File: config.mk
export PLATFORM = sky130hd
export DESIGN_NAME = wacdr_top
export DESIGN_NICKNAME = d
export VERILOG_FILES = /design/src/hw/wacdr_sync.v /design/src/hw/wacdr_byte_reader.v /design/src/hw/wacdr_top.v
export VERILOG_INCLUDE_DIRS = /design/src /design/src/hw
export SDC_FILE = /design/constraint.sdc
export NUM_CORES = 1
export LEC_CHECK = 0
export BUFFER_PORTS_ARGS = -buffer_cell sky130_fd_sc_hd__buf_2
export CAP_MARGIN = 20
export CORE_MARGIN = 2
export CORE_UTILIZATION = 55
export CTS_BUF_LIST = sky130_fd_sc_hd__clkbuf_8
export CTS_CLUSTER_DIAMETER = 50
export CTS_CLUSTER_SIZE = 25
export DETAILED_ROUTE_END_ITERATION = 6
export GPL_ROUTABILITY_DRIVEN = 0
export PLACE_DENSITY_LB_ADDON = 0.15
export SYNTH_ARGS = -nofsm -noshare
export SYNTH_HDL_FRONTEND = slang
export SYNTH_SLANG_ARGS = --single-unit
File: constraint.sdc
create_clock -name pclk -period 6.9 [get_ports pclk]
set_input_delay 0.345 -clock pclk [delete_from_list [all_inputs] [get_ports pclk]]
set_output_delay 0.345 -clock pclk [all_outputs]
set_load 0.005 [all_outputs]
File: src/hw/wacdr_defs.vh
// constants for the wire adapter configuration descriptor rom
`ifndef WACDR_DEFS_VH
`define WACDR_DEFS_VH
`define WACDR_CFG_LEN          8'h09
`define WACDR_CFG_TYPE         8'h02
`define WACDR_OSC_TYPE         8'h07
`define WACDR_ATTR_ONE_BIT     7
`define WACDR_ATTR_SELF_BIT    6
`define WACDR_ATTR_WAKE_BIT    5
`define WACDR_MA_PER_UNIT      2
`define WACDR_SEC_LEN          8'h05
`define WACDR_SEC_TYPE         8'h0c
`define WACDR_ENC_LEN          8'h05
`define WACDR_ENC_TYPE         8'h0e
`define WACDR_ENC_COUNT        8'h02
`define WACDR_KEY_INDEX        8'h00
`define WACDR_IF_LEN           8'h09
`define WACDR_IF_TYPE          8'h04
`define WACDR_IF_NUM           8'h00
`define WACDR_IF_ALT           8'h00
`define WACDR_IF_NUM_EP        8'h03
`define WACDR_IF_CLASS         8'he0
`define WACDR_IF_SUBCLASS      8'h02
`define WACDR_IF_PROTOCOL      8'h01
`define WACDR_WA_LEN           8'h0e
`define WACDR_WA_TYPE          8'h21
`define WACDR_WA_RELEASE       16'h0100
`define WACDR_WA_ATTR          8'h00
`define WACDR_WA_POWER_GOOD    8'h00
`define WACDR_WA_REMOVABLE     8'h00
`define WACDR_EP_BYTES         8'h15
`define WACDR_MAX_LEN          8'h44
// apb register byte addresses
`define WACDR_REG_CTRL         12'h000
`define WACDR_REG_MAXPWR       12'h004
`define WACDR_REG_CLASS0       12'h008
`define WACDR_REG_CLASS1       12'h00c
`define WACDR_REG_STATUS       12'h010
`define WACDR_REG_READ         12'h014
// reset values
`define WACDR_RST_MAXPWR_HS    8'h32
`define WACDR_RST_MAXPWR_FS    8'h32
`define WACDR_RST_PORTS        8'h7f
`define WACDR_RST_PIPES        16'h0010
`define WACDR_RST_BLOCKS       16'h0080
`define WACDR_RST_BLK_CODE     8'h0a
`define WACDR_RST_IE_COUNT     8'h04
`define WACDR_RST_CFG_VALUE    8'h01
`define WACDR_RST_NUM_IF       8'h02
`endif

File: src/hw/wacdr_sync.v
// three-flop synchroniser plus a filtered output flop for a level input from outside the clock domain
`timescale 1ns/1ps
module wacdr_sync (
  input  wire pclk,
  input  wire presetn,
  input  wire din,
  output reg  dout
);
  reg s1_reg;
  reg s2_reg;
  reg s3_reg;

  always @(posedge pclk or negedge presetn) begin
    if (!presetn) begin
      s1_reg <= 1'b0;
      s2_reg <= 1'b0;
      s3_reg <= 1'b0;
      dout   <= 1'b0;
    end else begin
      s1_reg <= din;
      s2_reg <= s1_reg;
      s3_reg <= s2_reg;
      if (s2_reg == s3_reg) begin
        dout <= s3_reg;
      end
    end
  end
endmodule // wacdr_sync

File: src/hw/wacdr_byte_reader.v
// byte-stream reader: walks descriptor addresses and returns bytes on request
`timescale 1ns/1ps
module wacdr_byte_reader (
  input  wire       pclk,
  input  wire       presetn,
  input  wire       start,
  input  wire [7:0] start_index,
  input  wire [7:0] limit,
  input  wire       advance,
  input  wire [7:0] rom_byte,
  output reg  [7:0] rd_index,
  output reg  [7:0] rd_data,
  output reg        rd_valid,
  output wire       rd_done
);
  assign rd_done = (rd_index >= limit);

  always @(posedge pclk or negedge presetn) begin
    if (!presetn) begin
      rd_index <= 8'h00;
      rd_data  <= 8'h00;
      rd_valid <= 1'b0;
    end else if (start) begin
      rd_index <= start_index;
      rd_valid <= 1'b0;
    end else if (advance && !rd_done) begin
      rd_data  <= rom_byte;
      rd_valid <= 1'b1;
      rd_index <= rd_index + 8'h01;
    end else if (advance) begin
      rd_valid <= 1'b0;
    end
  end
endmodule // wacdr_byte_reader

File: src/hw/wacdr_top.v
// wire adapter configuration descriptor rom with apb control and byte port
`timescale 1ns/1ps
`include "wacdr_defs.vh"
module wacdr_top (
  input  wire        pclk,
  input  wire        presetn,
  input  wire        psel,
  input  wire        penable,
  input  wire        pwrite,
  input  wire [11:0] paddr,
  input  wire [31:0] pwdata,
  output reg  [31:0] prdata,
  output wire        pready,
  output wire        pslverr,
  input  wire        high_speed,
  input  wire        self_powered,
  input  wire        ep0_req,
  input  wire        ep0_other_speed,
  input  wire        ep0_next,
  output wire [7:0]  ep0_data,
  output wire        ep0_valid,
  output wire        ep0_last
);
  localparam [1:0] ST_IDLE = 2'b01;
  localparam [1:0] ST_SEND = 2'b10;
  // descriptors sit back to back, each base follows from the lengths before it
  localparam [7:0] SEC_BASE = `WACDR_CFG_LEN;
  localparam [7:0] ENC_BASE = SEC_BASE + `WACDR_SEC_LEN;
  localparam [7:0] IF_BASE  = ENC_BASE + `WACDR_ENC_COUNT * `WACDR_ENC_LEN;
  localparam [7:0] WA_BASE  = IF_BASE + `WACDR_IF_LEN;
  localparam [7:0] EP_BASE  = WA_BASE + `WACDR_WA_LEN;
  localparam [15:0] SEC_TOTAL = {8'h00, `WACDR_SEC_LEN}
                              + `WACDR_ENC_COUNT * {8'h00, `WACDR_ENC_LEN};
  localparam [7:0] SET_LEN = EP_BASE + `WACDR_EP_BYTES;
  localparam [15:0] WA_RELEASE = `WACDR_WA_RELEASE;

  reg  [1:0]  state_reg;
  reg  [1:0]  state_next;
  reg         hs_lock_reg;
  reg         os_lock_reg;
  reg  [7:0]  maxpwr_hs_reg;
  reg  [7:0]  maxpwr_fs_reg;
  reg  [7:0]  ports_reg;
  reg  [15:0] pipes_reg;
  reg  [15:0] blocks_reg;
  reg  [7:0]  blk_code_reg;
  reg  [7:0]  ie_count_reg;
  reg  [7:0]  cfg_value_reg;
  reg  [7:0]  num_if_reg;
  reg  [7:0]  cipher_a_reg;
  reg  [7:0]  cipher_b_reg;
  reg  [7:0]  sent_count_reg;
  reg  [7:0]  rom_byte;
  reg  [7:0]  attr_byte;
  reg  [7:0]  power_byte;
  reg  [7:0]  enc_off;
  reg  [7:0]  sec_off;
  reg  [7:0]  if_off;
  reg  [7:0]  wa_off;
  reg  [7:0]  enc_pos;
  reg         enc_second;
  reg  [31:0] rdata_next;
  wire [7:0]  rd_index;
  wire [7:0]  rd_data;
  wire        rd_valid;
  wire        rd_done;
  wire        hs_sync;
  wire        sp_sync;
  wire        bus_wr;
  wire        mapped;
  wire        hit_ctrl;
  wire        hit_maxpwr;
  wire        hit_class0;
  wire        hit_class1;
  wire        hit_status;
  wire        hit_read;
  wire        start;
  wire        advance;
  wire        use_hs;
  wire [15:0] total_len;

  // speed and power pins cross in from outside the clock domain
  wacdr_sync u_sync_hs (
    .pclk    (pclk),
    .presetn (presetn),
    .din     (high_speed),
    .dout    (hs_sync)
  );

  wacdr_sync u_sync_sp (
    .pclk    (pclk),
    .presetn (presetn),
    .din     (self_powered),
    .dout    (sp_sync)
  );

  assign pready  = 1'b1;
  assign hit_ctrl   = (paddr == `WACDR_REG_CTRL);
  assign hit_maxpwr = (paddr == `WACDR_REG_MAXPWR);
  assign hit_class0 = (paddr == `WACDR_REG_CLASS0);
  assign hit_class1 = (paddr == `WACDR_REG_CLASS1);
  assign hit_status = (paddr == `WACDR_REG_STATUS);
  assign hit_read   = (paddr == `WACDR_REG_READ);
  // status and read are mapped but read only, a write there is dropped quietly
  assign mapped     = hit_ctrl || hit_maxpwr || hit_class0 || hit_class1 ||
                      hit_status || hit_read;

  assign pslverr = psel && penable && !mapped;
  assign bus_wr  = psel && penable && pwrite && mapped;

  // software settings steer the descriptor image
  // each register is written whole apart from a zero ie count, there are no byte strobes
  always @(posedge pclk or negedge presetn) begin
    if (!presetn) begin
      maxpwr_hs_reg <= `WACDR_RST_MAXPWR_HS;
      maxpwr_fs_reg <= `WACDR_RST_MAXPWR_FS;
      ports_reg     <= `WACDR_RST_PORTS;
      pipes_reg     <= `WACDR_RST_PIPES;
      blocks_reg    <= `WACDR_RST_BLOCKS;
      blk_code_reg  <= `WACDR_RST_BLK_CODE;
      ie_count_reg  <= `WACDR_RST_IE_COUNT;
      cfg_value_reg <= `WACDR_RST_CFG_VALUE;
      num_if_reg    <= `WACDR_RST_NUM_IF;
      cipher_a_reg  <= 8'h00;
      cipher_b_reg  <= 8'h01;
    end else if (bus_wr) begin
      case (paddr)
        `WACDR_REG_CTRL: begin
          cfg_value_reg <= pwdata[7:0];
          num_if_reg    <= pwdata[15:8];
          cipher_a_reg  <= pwdata[23:16];
          cipher_b_reg  <= pwdata[31:24];
        end
        `WACDR_REG_MAXPWR: begin
          maxpwr_hs_reg <= pwdata[7:0];
          maxpwr_fs_reg <= pwdata[15:8];
        end
        `WACDR_REG_CLASS0: begin
          ports_reg <= pwdata[7:0];
          pipes_reg <= pwdata[31:16];
        end
        `WACDR_REG_CLASS1: begin
          blocks_reg   <= pwdata[15:0];
          blk_code_reg <= pwdata[23:16];
          // a zero count is refused so the descriptor always keeps a usable value
          if (pwdata[31:24] != 8'h00) begin
            ie_count_reg <= pwdata[31:24];
          end
        end
        default: begin
          ie_count_reg <= ie_count_reg;
        end
      endcase
    end
  end

  always @* begin
    case (paddr)
      `WACDR_REG_CTRL:   rdata_next = {cipher_b_reg, cipher_a_reg, num_if_reg, cfg_value_reg};
      `WACDR_REG_MAXPWR: rdata_next = {16'h0000, maxpwr_fs_reg, maxpwr_hs_reg};
      `WACDR_REG_CLASS0: rdata_next = {pipes_reg, 8'h00, ports_reg};
      `WACDR_REG_CLASS1: rdata_next = {ie_count_reg, blk_code_reg, blocks_reg};
      `WACDR_REG_STATUS: rdata_next = {8'h00, sent_count_reg, SET_LEN,
                                       4'h0, sp_sync, hs_sync, state_reg};
      `WACDR_REG_READ:   rdata_next = {24'h0000_00, rd_data};
      default:           rdata_next = 32'h0000_0000;
    endcase
  end

  // read data is captured in the setup phase, so it stands as a flop output
  // through the access phase while pready stays high
  always @(posedge pclk or negedge presetn) begin
    if (!presetn) begin
      prdata <= 32'h0000_0000;
    end else if (psel && !penable) begin
      prdata <= rdata_next;
    end
  end

  // other-speed image describes the speed not in use
  assign use_hs = os_lock_reg ? !hs_lock_reg : hs_lock_reg;
  // total length also counts the endpoint descriptors served after this set
  assign total_len = {8'h00, SET_LEN};

  always @* begin
    // reserved bits stay zero, bits 7 and 5 are always one
    attr_byte = 8'h00;
    attr_byte[`WACDR_ATTR_ONE_BIT]  = 1'b1;
    attr_byte[`WACDR_ATTR_SELF_BIT] = sp_sync;
    attr_byte[`WACDR_ATTR_WAKE_BIT] = 1'b1;
    power_byte = use_hs ? maxpwr_hs_reg : maxpwr_fs_reg;
  end

  // descriptor image, one byte per index, low byte first
  always @* begin
    sec_off    = rd_index - SEC_BASE;
    enc_off    = rd_index - ENC_BASE;
    if_off     = rd_index - IF_BASE;
    wa_off     = rd_index - WA_BASE;
    // two encryption descriptors share one layout, the second is picked by range
    enc_second = (enc_off >= `WACDR_ENC_LEN);
    enc_pos    = enc_second ? enc_off - `WACDR_ENC_LEN : enc_off;
    rom_byte   = 8'h00;
    if (rd_index < SEC_BASE) begin
      case (rd_index[3:0])
        4'h0: rom_byte = `WACDR_CFG_LEN;
        4'h1: rom_byte = os_lock_reg ? `WACDR_OSC_TYPE : `WACDR_CFG_TYPE;
        4'h2: rom_byte = total_len[7:0];
        4'h3: rom_byte = total_len[15:8];
        4'h4: rom_byte = num_if_reg;
        4'h5: rom_byte = cfg_value_reg;
        4'h6: rom_byte = 8'h00;
        4'h7: rom_byte = attr_byte;
        4'h8: rom_byte = power_byte;
        default: rom_byte = 8'h00;
      endcase
    end else if (rd_index < ENC_BASE) begin
      case (sec_off)
        8'h00: rom_byte = `WACDR_SEC_LEN;
        8'h01: rom_byte = `WACDR_SEC_TYPE;
        8'h02: rom_byte = SEC_TOTAL[7:0];
        8'h03: rom_byte = SEC_TOTAL[15:8];
        default: rom_byte = `WACDR_ENC_COUNT;
      endcase
    end else if (rd_index < IF_BASE) begin
      case (enc_pos)
        8'h00: rom_byte = `WACDR_ENC_LEN;
        8'h01: rom_byte = `WACDR_ENC_TYPE;
        8'h02: rom_byte = enc_second ? 8'h01 : 8'h00;
        8'h03: rom_byte = enc_second ? cipher_b_reg : cipher_a_reg;
        default: rom_byte = `WACDR_KEY_INDEX;
      endcase
    end else if (rd_index < WA_BASE) begin
      case (if_off)
        8'h00: rom_byte = `WACDR_IF_LEN;
        8'h01: rom_byte = `WACDR_IF_TYPE;
        8'h02: rom_byte = `WACDR_IF_NUM;
        8'h03: rom_byte = `WACDR_IF_ALT;
        8'h04: rom_byte = `WACDR_IF_NUM_EP;
        8'h05: rom_byte = `WACDR_IF_CLASS;
        8'h06: rom_byte = `WACDR_IF_SUBCLASS;
        8'h07: rom_byte = `WACDR_IF_PROTOCOL;
        default: rom_byte = 8'h00;
      endcase
    end else if (rd_index < EP_BASE) begin
      case (wa_off)
        8'h00: rom_byte = `WACDR_WA_LEN;
        8'h01: rom_byte = `WACDR_WA_TYPE;
        8'h02: rom_byte = WA_RELEASE[7:0];
        8'h03: rom_byte = WA_RELEASE[15:8];
        8'h04: rom_byte = ports_reg;
        8'h05: rom_byte = `WACDR_WA_ATTR;
        8'h06: rom_byte = pipes_reg[7:0];
        8'h07: rom_byte = pipes_reg[15:8];
        8'h08: rom_byte = blocks_reg[7:0];
        8'h09: rom_byte = blocks_reg[15:8];
        8'h0a: rom_byte = blk_code_reg;
        8'h0b: rom_byte = `WACDR_WA_POWER_GOOD;
        8'h0c: rom_byte = ie_count_reg;
        default: rom_byte = `WACDR_WA_REMOVABLE;
      endcase
    end
  end

  // endpoint-zero fetch sequencer
  // a request while sending is ignored; the host asks again once idle
  assign start   = (state_reg == ST_IDLE) && ep0_req;
  assign advance = (state_reg == ST_SEND) && (ep0_next || !rd_valid);

  always @* begin
    case (state_reg)
      ST_IDLE: state_next = ep0_req ? ST_SEND : ST_IDLE;
      ST_SEND: state_next = (rd_done && ep0_next) ? ST_IDLE : ST_SEND;
      default: state_next = ST_IDLE;
    endcase
  end

  always @(posedge pclk or negedge presetn) begin
    if (!presetn) begin
      state_reg      <= ST_IDLE;
      hs_lock_reg    <= 1'b0;
      os_lock_reg    <= 1'b0;
      sent_count_reg <= 8'h00;
    end else begin
      state_reg <= state_next;
      // speed and header kind are frozen for the whole stream so it cannot tear
      if (start) begin
        hs_lock_reg    <= hs_sync;
        os_lock_reg    <= ep0_other_speed;
        sent_count_reg <= 8'h00;
      end else if (ep0_valid && ep0_next) begin
        sent_count_reg <= sent_count_reg + 8'h01;
      end
    end
  end

  // the reader stops before the endpoint descriptors, which are served elsewhere
  wacdr_byte_reader u_reader (
    .pclk        (pclk),
    .presetn     (presetn),
    .start       (start),
    .start_index (8'h00),
    .limit       (EP_BASE),
    .advance     (advance),
    .rom_byte    (rom_byte),
    .rd_index    (rd_index),
    .rd_data     (rd_data),
    .rd_valid    (rd_valid),
    .rd_done     (rd_done)
  );

  // a byte stands until taken; ep0_last marks the final one
  assign ep0_data  = rd_data;
  assign ep0_valid = (state_reg == ST_SEND) && rd_valid;
  assign ep0_last  = ep0_valid && rd_done;
endmodule // wacdr_top

# Word-level counts from Yosys, hierarchy flattened
# Memory sizes are Yosys's and may differ from the RTL's.
# Index checks and enable logic that the tools add are counted.
[totals]
out_inout_bits = 44
reg_bits = 173
elab_cells = 139
n_memories = 1
inputBits = 54
romBits = 56
[memory_table]
columns = ["name", "depth", "width", "rd", "rd_clocked_by_memory_dff", "write_ports", "line", "text"]
rows = [
  ["(no name shown)", 8, 7, 1, 0, 0, "wacdr_top.v:234", "case (if_off)"],
]
[op_classes]
n_bitwise = 1
n_mux = 27
addsub = 7
magnitude_cmp = 7
eq_ne = 30
reduce_logical = 39
[ops]
columns = ["cell", "n"]
rows = [
  ["$pmux 32 s6", 1],
  ["$mux 8", 13],
  ["$pmux 8 s10", 1],
  ["$pmux 8 s7", 1],
  ["$eq 8x2->1 const B", 5],
  ["$eq 8x4->1 const B", 4],
  ["$pmux 8 s4", 1],
  ["$eq 12x4->1 const B", 2],
  ["$eq 12x5->1 const B", 2],
  ["$eq 8x1->1 const B", 3],
  ["$eq 8x3->1 const B", 3],
  ["$logic_not 8->1", 3],
  ["$add 8x1->8 const B", 2],
  ["$lt 8x4->1 const B", 2],
  ["$lt 8x6->1 const B", 2],
  ["$pmux 4 s4", 1],
  ["$sub 8x4->8 const B", 2],
  ["$eq 12x3->1 const B", 1],
  ["$eq 4x3->1 const B", 3],
  ["$logic_and 1x1->1", 12],
  ["$logic_not 12->1", 1],
  ["$reduce_and 2->1", 5],
  ["$ge 8x3->1 const B", 1],
  ["$ge 8x6->1 const B", 1],
  ["23 further kinds", 39],
]

# Logic depth before layout (Yosys ltp)
[logic_depth]
ltp_word = 8
depth_mapped = 13
depth_no_buf = 10

# Cells and area by module
# A second synthesis with hierarchy kept.
[hier_totals]
cells_unflattened = 905
hier_area_um2 = 9766.9
[by_module_without_submodules]
columns = ["module", "n_inst", "cells_per_inst", "area_per_inst_um2", "seq_area_each_um2"]
rows = [
  ["wacdr_top", 1, 788, 8453.1, 3731.1],
  ["wacdr_byte_reader", 1, 107, 1091.0, 425.4],
  ["wacdr_sync", 2, 5, 111.4, 100.1],
]

# Least setup slack after synthesis
# No wires, ideal clock.
[synth_timing]
path_kind = "register to register"
startpoint = "reg u_reader.rd_index[1]"
endpoint = "reg u_reader.rd_data[4]"
period_less_slack_ns = 2.875
arrival_time_ns = 2.749
required_time_ns = 6.774
path_slack_ns = 4.025
path_stages_with_launch = 12
path_cell_list = "dfrtp_1 buf_2 inv_1 ha_1 ha_1 clkbuf_1 xnor3_1 a221oi_1 or4_1 clkbuf_1 a31oi_1 o32a_1"
[synth_between]
elab_chain_cells = 8
[synth_rtl]
columns = ["item", "line", "text"]
rows = [
  ["start: declaration", "wacdr_byte_reader.v:11", "output reg [7:0] rd_index,"],
  ["start signal: assignment", "wacdr_byte_reader.v:24", "rd_index <= start_index;"],
  ["start signal: assignment", "wacdr_byte_reader.v:29", "rd_index <= rd_index + 8'h01;"],
  ["$sub 8x4->8 / $sub 8x6->8 (equally long branches)", "wacdr_top.v:197, wacdr_top.v:199", ""],
  ["$sub 8x3->8 (no line), or another cell as far along", "-", ""],
  ["$mux 8 / $pmux 8 s10 (equally long branches)", "wacdr_top.v:202, wacdr_top.v:246", ""],
  ["$eq 8x2->1, or another cell as far along", "wacdr_top.v:226", "case (enc_pos)"],
  ["$pmux 8 s4 / $mux 8 (equally long branches)", "wacdr_top.v:226, wacdr_top.v:233", ""],
  ["$mux 8", "wacdr_top.v:225", "end else if (rd_index < IF_BASE) begin"],
  ["$mux 8", "wacdr_top.v:217", "end else if (rd_index < ENC_BASE) begin"],
  ["$mux 8", "wacdr_top.v:204", "if (rd_index < SEC_BASE) begin"],
  ["end signal: assignment", "wacdr_byte_reader.v:27", "rd_data <= rom_byte;"],
  ["end: declaration", "wacdr_byte_reader.v:12", "output reg [7:0] rd_data,"],
]
# Several ways; a longest one is shown, not always the timed one.
# A chain may end at the register's enable or synchronous reset.

# Worst setup path after layout
[layout_timing]
startpoint = "reg u_reader.rd_index[1]"
endpoint = "reg u_reader.rd_data[2]"
# Same word-level chain as after synthesis.

==> reports/metrics.csv <==
stage;metric;value;unit
detailed_routing;DR WL/cell;23.10;um
worst_setup_path;Critical Path Start Type;flip-flop;
flow_run;Max-Cap Viols;0;
pwr;internal power;1562;uW
synth;syn nets;923;
synth;asr flop ratio synth;1.000;
clocking;Worst-path clk slew;90;ps
global_route;vias in the first global route;7604;
global_route;gr usage total;0.3065;
global_route;gr ovfl total;0;
die;die width;134.0;um
synth;number of synthesized flops with an enable pin;0;
global_route;largest net degree at the start of global routing;92;
clocking;CTS H-tree depth;4;
timing;slew margin rel.;0.2801;
pwr;switching pwr;792.7;uW
timing;clk_skew;10.38;ps
detailed_routing;drt total wl;26790;um
pwr;clock power share;0.288;
global_route;initial antenna violation count;0;
synth;Synth Register Bits;173;
worst_setup_path;kind of critical path;reg -> reg;
final_layout;nets;997;
die;row count;47;
clocking;Num CTS Buffers;17;
detailed_routing;DRC;0;
timing;crit share post-route;0.6140;
timing;unrepaired setup endpoints after global routing;no;
final_layout;Layout area overhead;11.96;%
placement;post-DP HPWL;18790;um
detailed_routing;drt pass-1 iters;7;
synth;top_reg_cell synth;dfrtp_1;
clocking;CTS max path bufs;2;
worst_setup_path;Required @ worst endpoint;7280;ps
detailed_routing;drt via density;6.597;
final_layout;fin util;0.6278;
die;die footprint;17960;um2
global_route;first-pass GRT wire length;42480;um
synth;post-synthesis cell area;9299;um2
worst_setup_path;Data arrival, critical path;4620;ps
synth;Synth cell types;70;
outcome;status;finished, final reports clean;
clocking;clk root buf;clkbuf_8;
clocking;Clock Latency Late Sink;470;ps
pwr;Leak;0.004770;uW
worst_setup_path;CP Max Fanout;35;
die;Initial Utilization;0.5607;
die;top-level port count;98;
final_layout;share of cells above drive strength 1;0.3106;
worst_setup_path;CP Capture Type;flip-flop;
placement;number of I/O port buffers;96;
pwr;Power Density;226.2;nW/um2
synth;YS warnings;0;
timing;min cycle time layout;4237;ps
timing;Worst Tran Pin Value;1080;ps
timing;setup violators final;0;
timing;Slew Limit Fails;0;
clocking;CTS tree;done;
final_layout;Antenna Cells;0;
pwr;Sw Share;0.3366;
worst_setup_path;Setup crit start;u_reader.rd_index[1];
synth;Synth Instances;853;
pwr;power after layout;2355;uW
clocking;CTS Sinks;173;
synth;sequential area share after synthesis;0.4685;
pwr;Peak VDD IR;0.0001346;V
timing;final hold violations;0;
die;core area;16580;um2
detailed_routing;remaining antenna violation count;0;
die;Die Y;134.0;um
timing;Fmax;236.0;MHz
detailed_routing;vias;7652;
detailed_routing;initial detailed-routing violation count;812;
hold_path;worst hold start;ep0_other_speed;
pwr;Flop pwr share;0.478;
final_layout;max reg flops;32;
synth;Avg Cell Area, Syn;10.90;um2
worst_setup_path;FF-to-FF Start;u_reader.rd_index[1];
timing;final setup TNS;0;ps
hold_path;type of the most critical hold path;in -> reg;
clocking;CTS resizes;0;
pwr;Comb pwr share;0.235;
-- final cells by class --
type	count	area [um2]
Clock buffer	18	247.7
Clock inverter	14	122.6
Fill cell	1361	6172
Inverter	13	48.80
Multi-Input combinational cell	603	4638
Sequential cell	173	4357
Tap cell	220	275.3
Timing Repair Buffer	119	721.9
-- cells by family (layout without fill, tap and decap cells) --
logic type | count (synthesis) | in the layout | synth area share
compound gates | 220 | 220 | 0.1740
xor+xnor | 20 | 20 | 0.02032
fa+ha+maj | 18 | 18 | 0.02368
buf+inv | 77 | 164 | 0.03660
flops | 173 | 173 | 0.4685
mux | 133 | 133 | 0.1580
other cells | 1 | 1 | 0.0004033
simple gates | 211 | 211 | 0.1185
-- power groups by stage --
| stage | Clock, uW | Combinational [uW] | Sequential [uW] |
|---|---|---|---|
| final | 678 | 553 | 1120 |
| after global routing | 731 | 599 | 1130 |
| after CTS | 690 | 537 | 1120 |
| after detailed placement | 0 | 535 | 1140 |
| after global placement | 0 | 513 | 1140 |
| after floorplan | 0 | 359 | 1120 |
-- timing repair --
action | CTS | global route
endpoints found under the hold margin | 75 | 0
setup buffers | 0 | 0
setup endpoints to repair | 0 | 0
hold buffers | 3 | 0
-- cell usage after synthesis (6+ instances only) --
cell type | count | area (um2)
a211oi_1 | 8 | 60.06
a21o_1 | 13 | 97.59
a21oi_1 | 34 | 170.2
a221oi_1 | 11 | 96.34
a222oi_1 | 23 | 230.2
a22o_1 | 16 | 140.1
a22oi_1 | 25 | 187.7
a31oi_1 | 9 | 56.30
and2_1 | 8 | 50.05
and3_1 | 11 | 68.82
buf_2 | 13 | 65.06
clkbuf_1 | 44 | 165.2
dfrtp_1 | 151 | 3779
dfstp_2 | 22 | 578.1
ha_1 | 16 | 200.2
inv_1 | 13 | 48.80
mux2_2 | 107 | 1205
mux2i_1 | 23 | 230.2
nand2_1 | 46 | 172.7
nand2b_1 | 9 | 56.30
nand3_1 | 16 | 80.08
nand4_1 | 9 | 56.30
nor2_1 | 55 | 206.5
nor2b_1 | 6 | 37.54
nor3_1 | 14 | 70.07
nor3b_1 | 7 | 52.55
nor4_1 | 8 | 50.05
o21ai_0 | 49 | 245.2
xnor2_1 | 10 | 87.58
xor2_1 | 9 | 78.83
-- cell usage in the layout, fill, tap and decap left out, types with 5 or more instances in the layout --
| cell | instances |
|---|---|
| a221oi_1 | 11 |
| a211oi_1 | 8 |
| o21ai_0 | 49 |
| xnor2_1 | 10 |
| mux2i_1 | 23 |
| dfstp_2 | 22 |
| a22o_1 | 16 |
| o22ai_1 | 5 |
| nand4_1 | 9 |
| nand3_1 | 16 |
| nor3_1 | 14 |
| buf_4 | 16 |
| nor2b_1 | 6 |
| nor3b_1 | 7 |
| nor2_1 | 55 |
| xor2_1 | 9 |
| nand2_1 | 46 |
| clkbuf_8 | 18 |
| ha_1 | 16 |
| nand2b_1 | 9 |
| a222oi_1 | 23 |
| a31oi_1 | 9 |
| mux2_2 | 107 |
| buf_2 | 95 |
| a21oi_1 | 34 |
| and2_1 | 8 |
| nor4_1 | 6 |
| a21o_1 | 13 |
| inv_1 | 15 |
| and3_1 | 11 |
| dfrtp_1 | 151 |
| a22oi_1 | 25 |
-- stage by stage --
| stage | instance area (um2) | hold WS, ps | instances | worst slack [ps] |
|---|---|---|---|---|
| finish | 10410 | 113.4 | 1160 | 2663 |
| global route | 10410 | 94.32 | 1160 | 2512 |
| floorplan | 9299 | 49.41 | 853 | 4025 |
| detailed placement | 9953 | 345.7 | 1122 | 2841 |
| CTS | 10350 | 89.39 | 1157 | 2812 |
| global placement | 9926 | 336.4 | 1121 | 3057 |
-- metal layers --
metal,vias up,share of wire,GRT usage
met5,-,0,0
met4,0,0.040,0.1322
met3,67,0.078,0.05707
met2,404,0.46,0.4806
met1,3830,0.42,0.4203
li1,3351,-,-
-- critical path, cell delays in order (launching register included) --
cell      delay (ps)
dfrtp_1          680
inv_1            270
ha_1             450
ha_1            1100
xnor3_1          390
a221oi_1          80
or4_1            590
o22ai_1          240
a31oi_1          120
a31oi_1          220
-- final timing paths --
| check | cells after the start | endpoint | slack [ps] |
|---|---|---|---|
| setup / recovery | 9 | u_reader.rd_data[2] | 2660 |
| hold / removal | 2 | os_lock_reg | 110 |
| setup reg to reg | 9 | u_reader.rd_data[2] | 2660 |
| hold reg to reg | 0 | u_sync_hs.s2_reg | 360 |
| max in group asynchronous | 4 | ports_reg[4] | 5140 |
| min in group asynchronous | 2 | u_sync_hs.dout | 490 |
(Power assumes the default switching activity.)
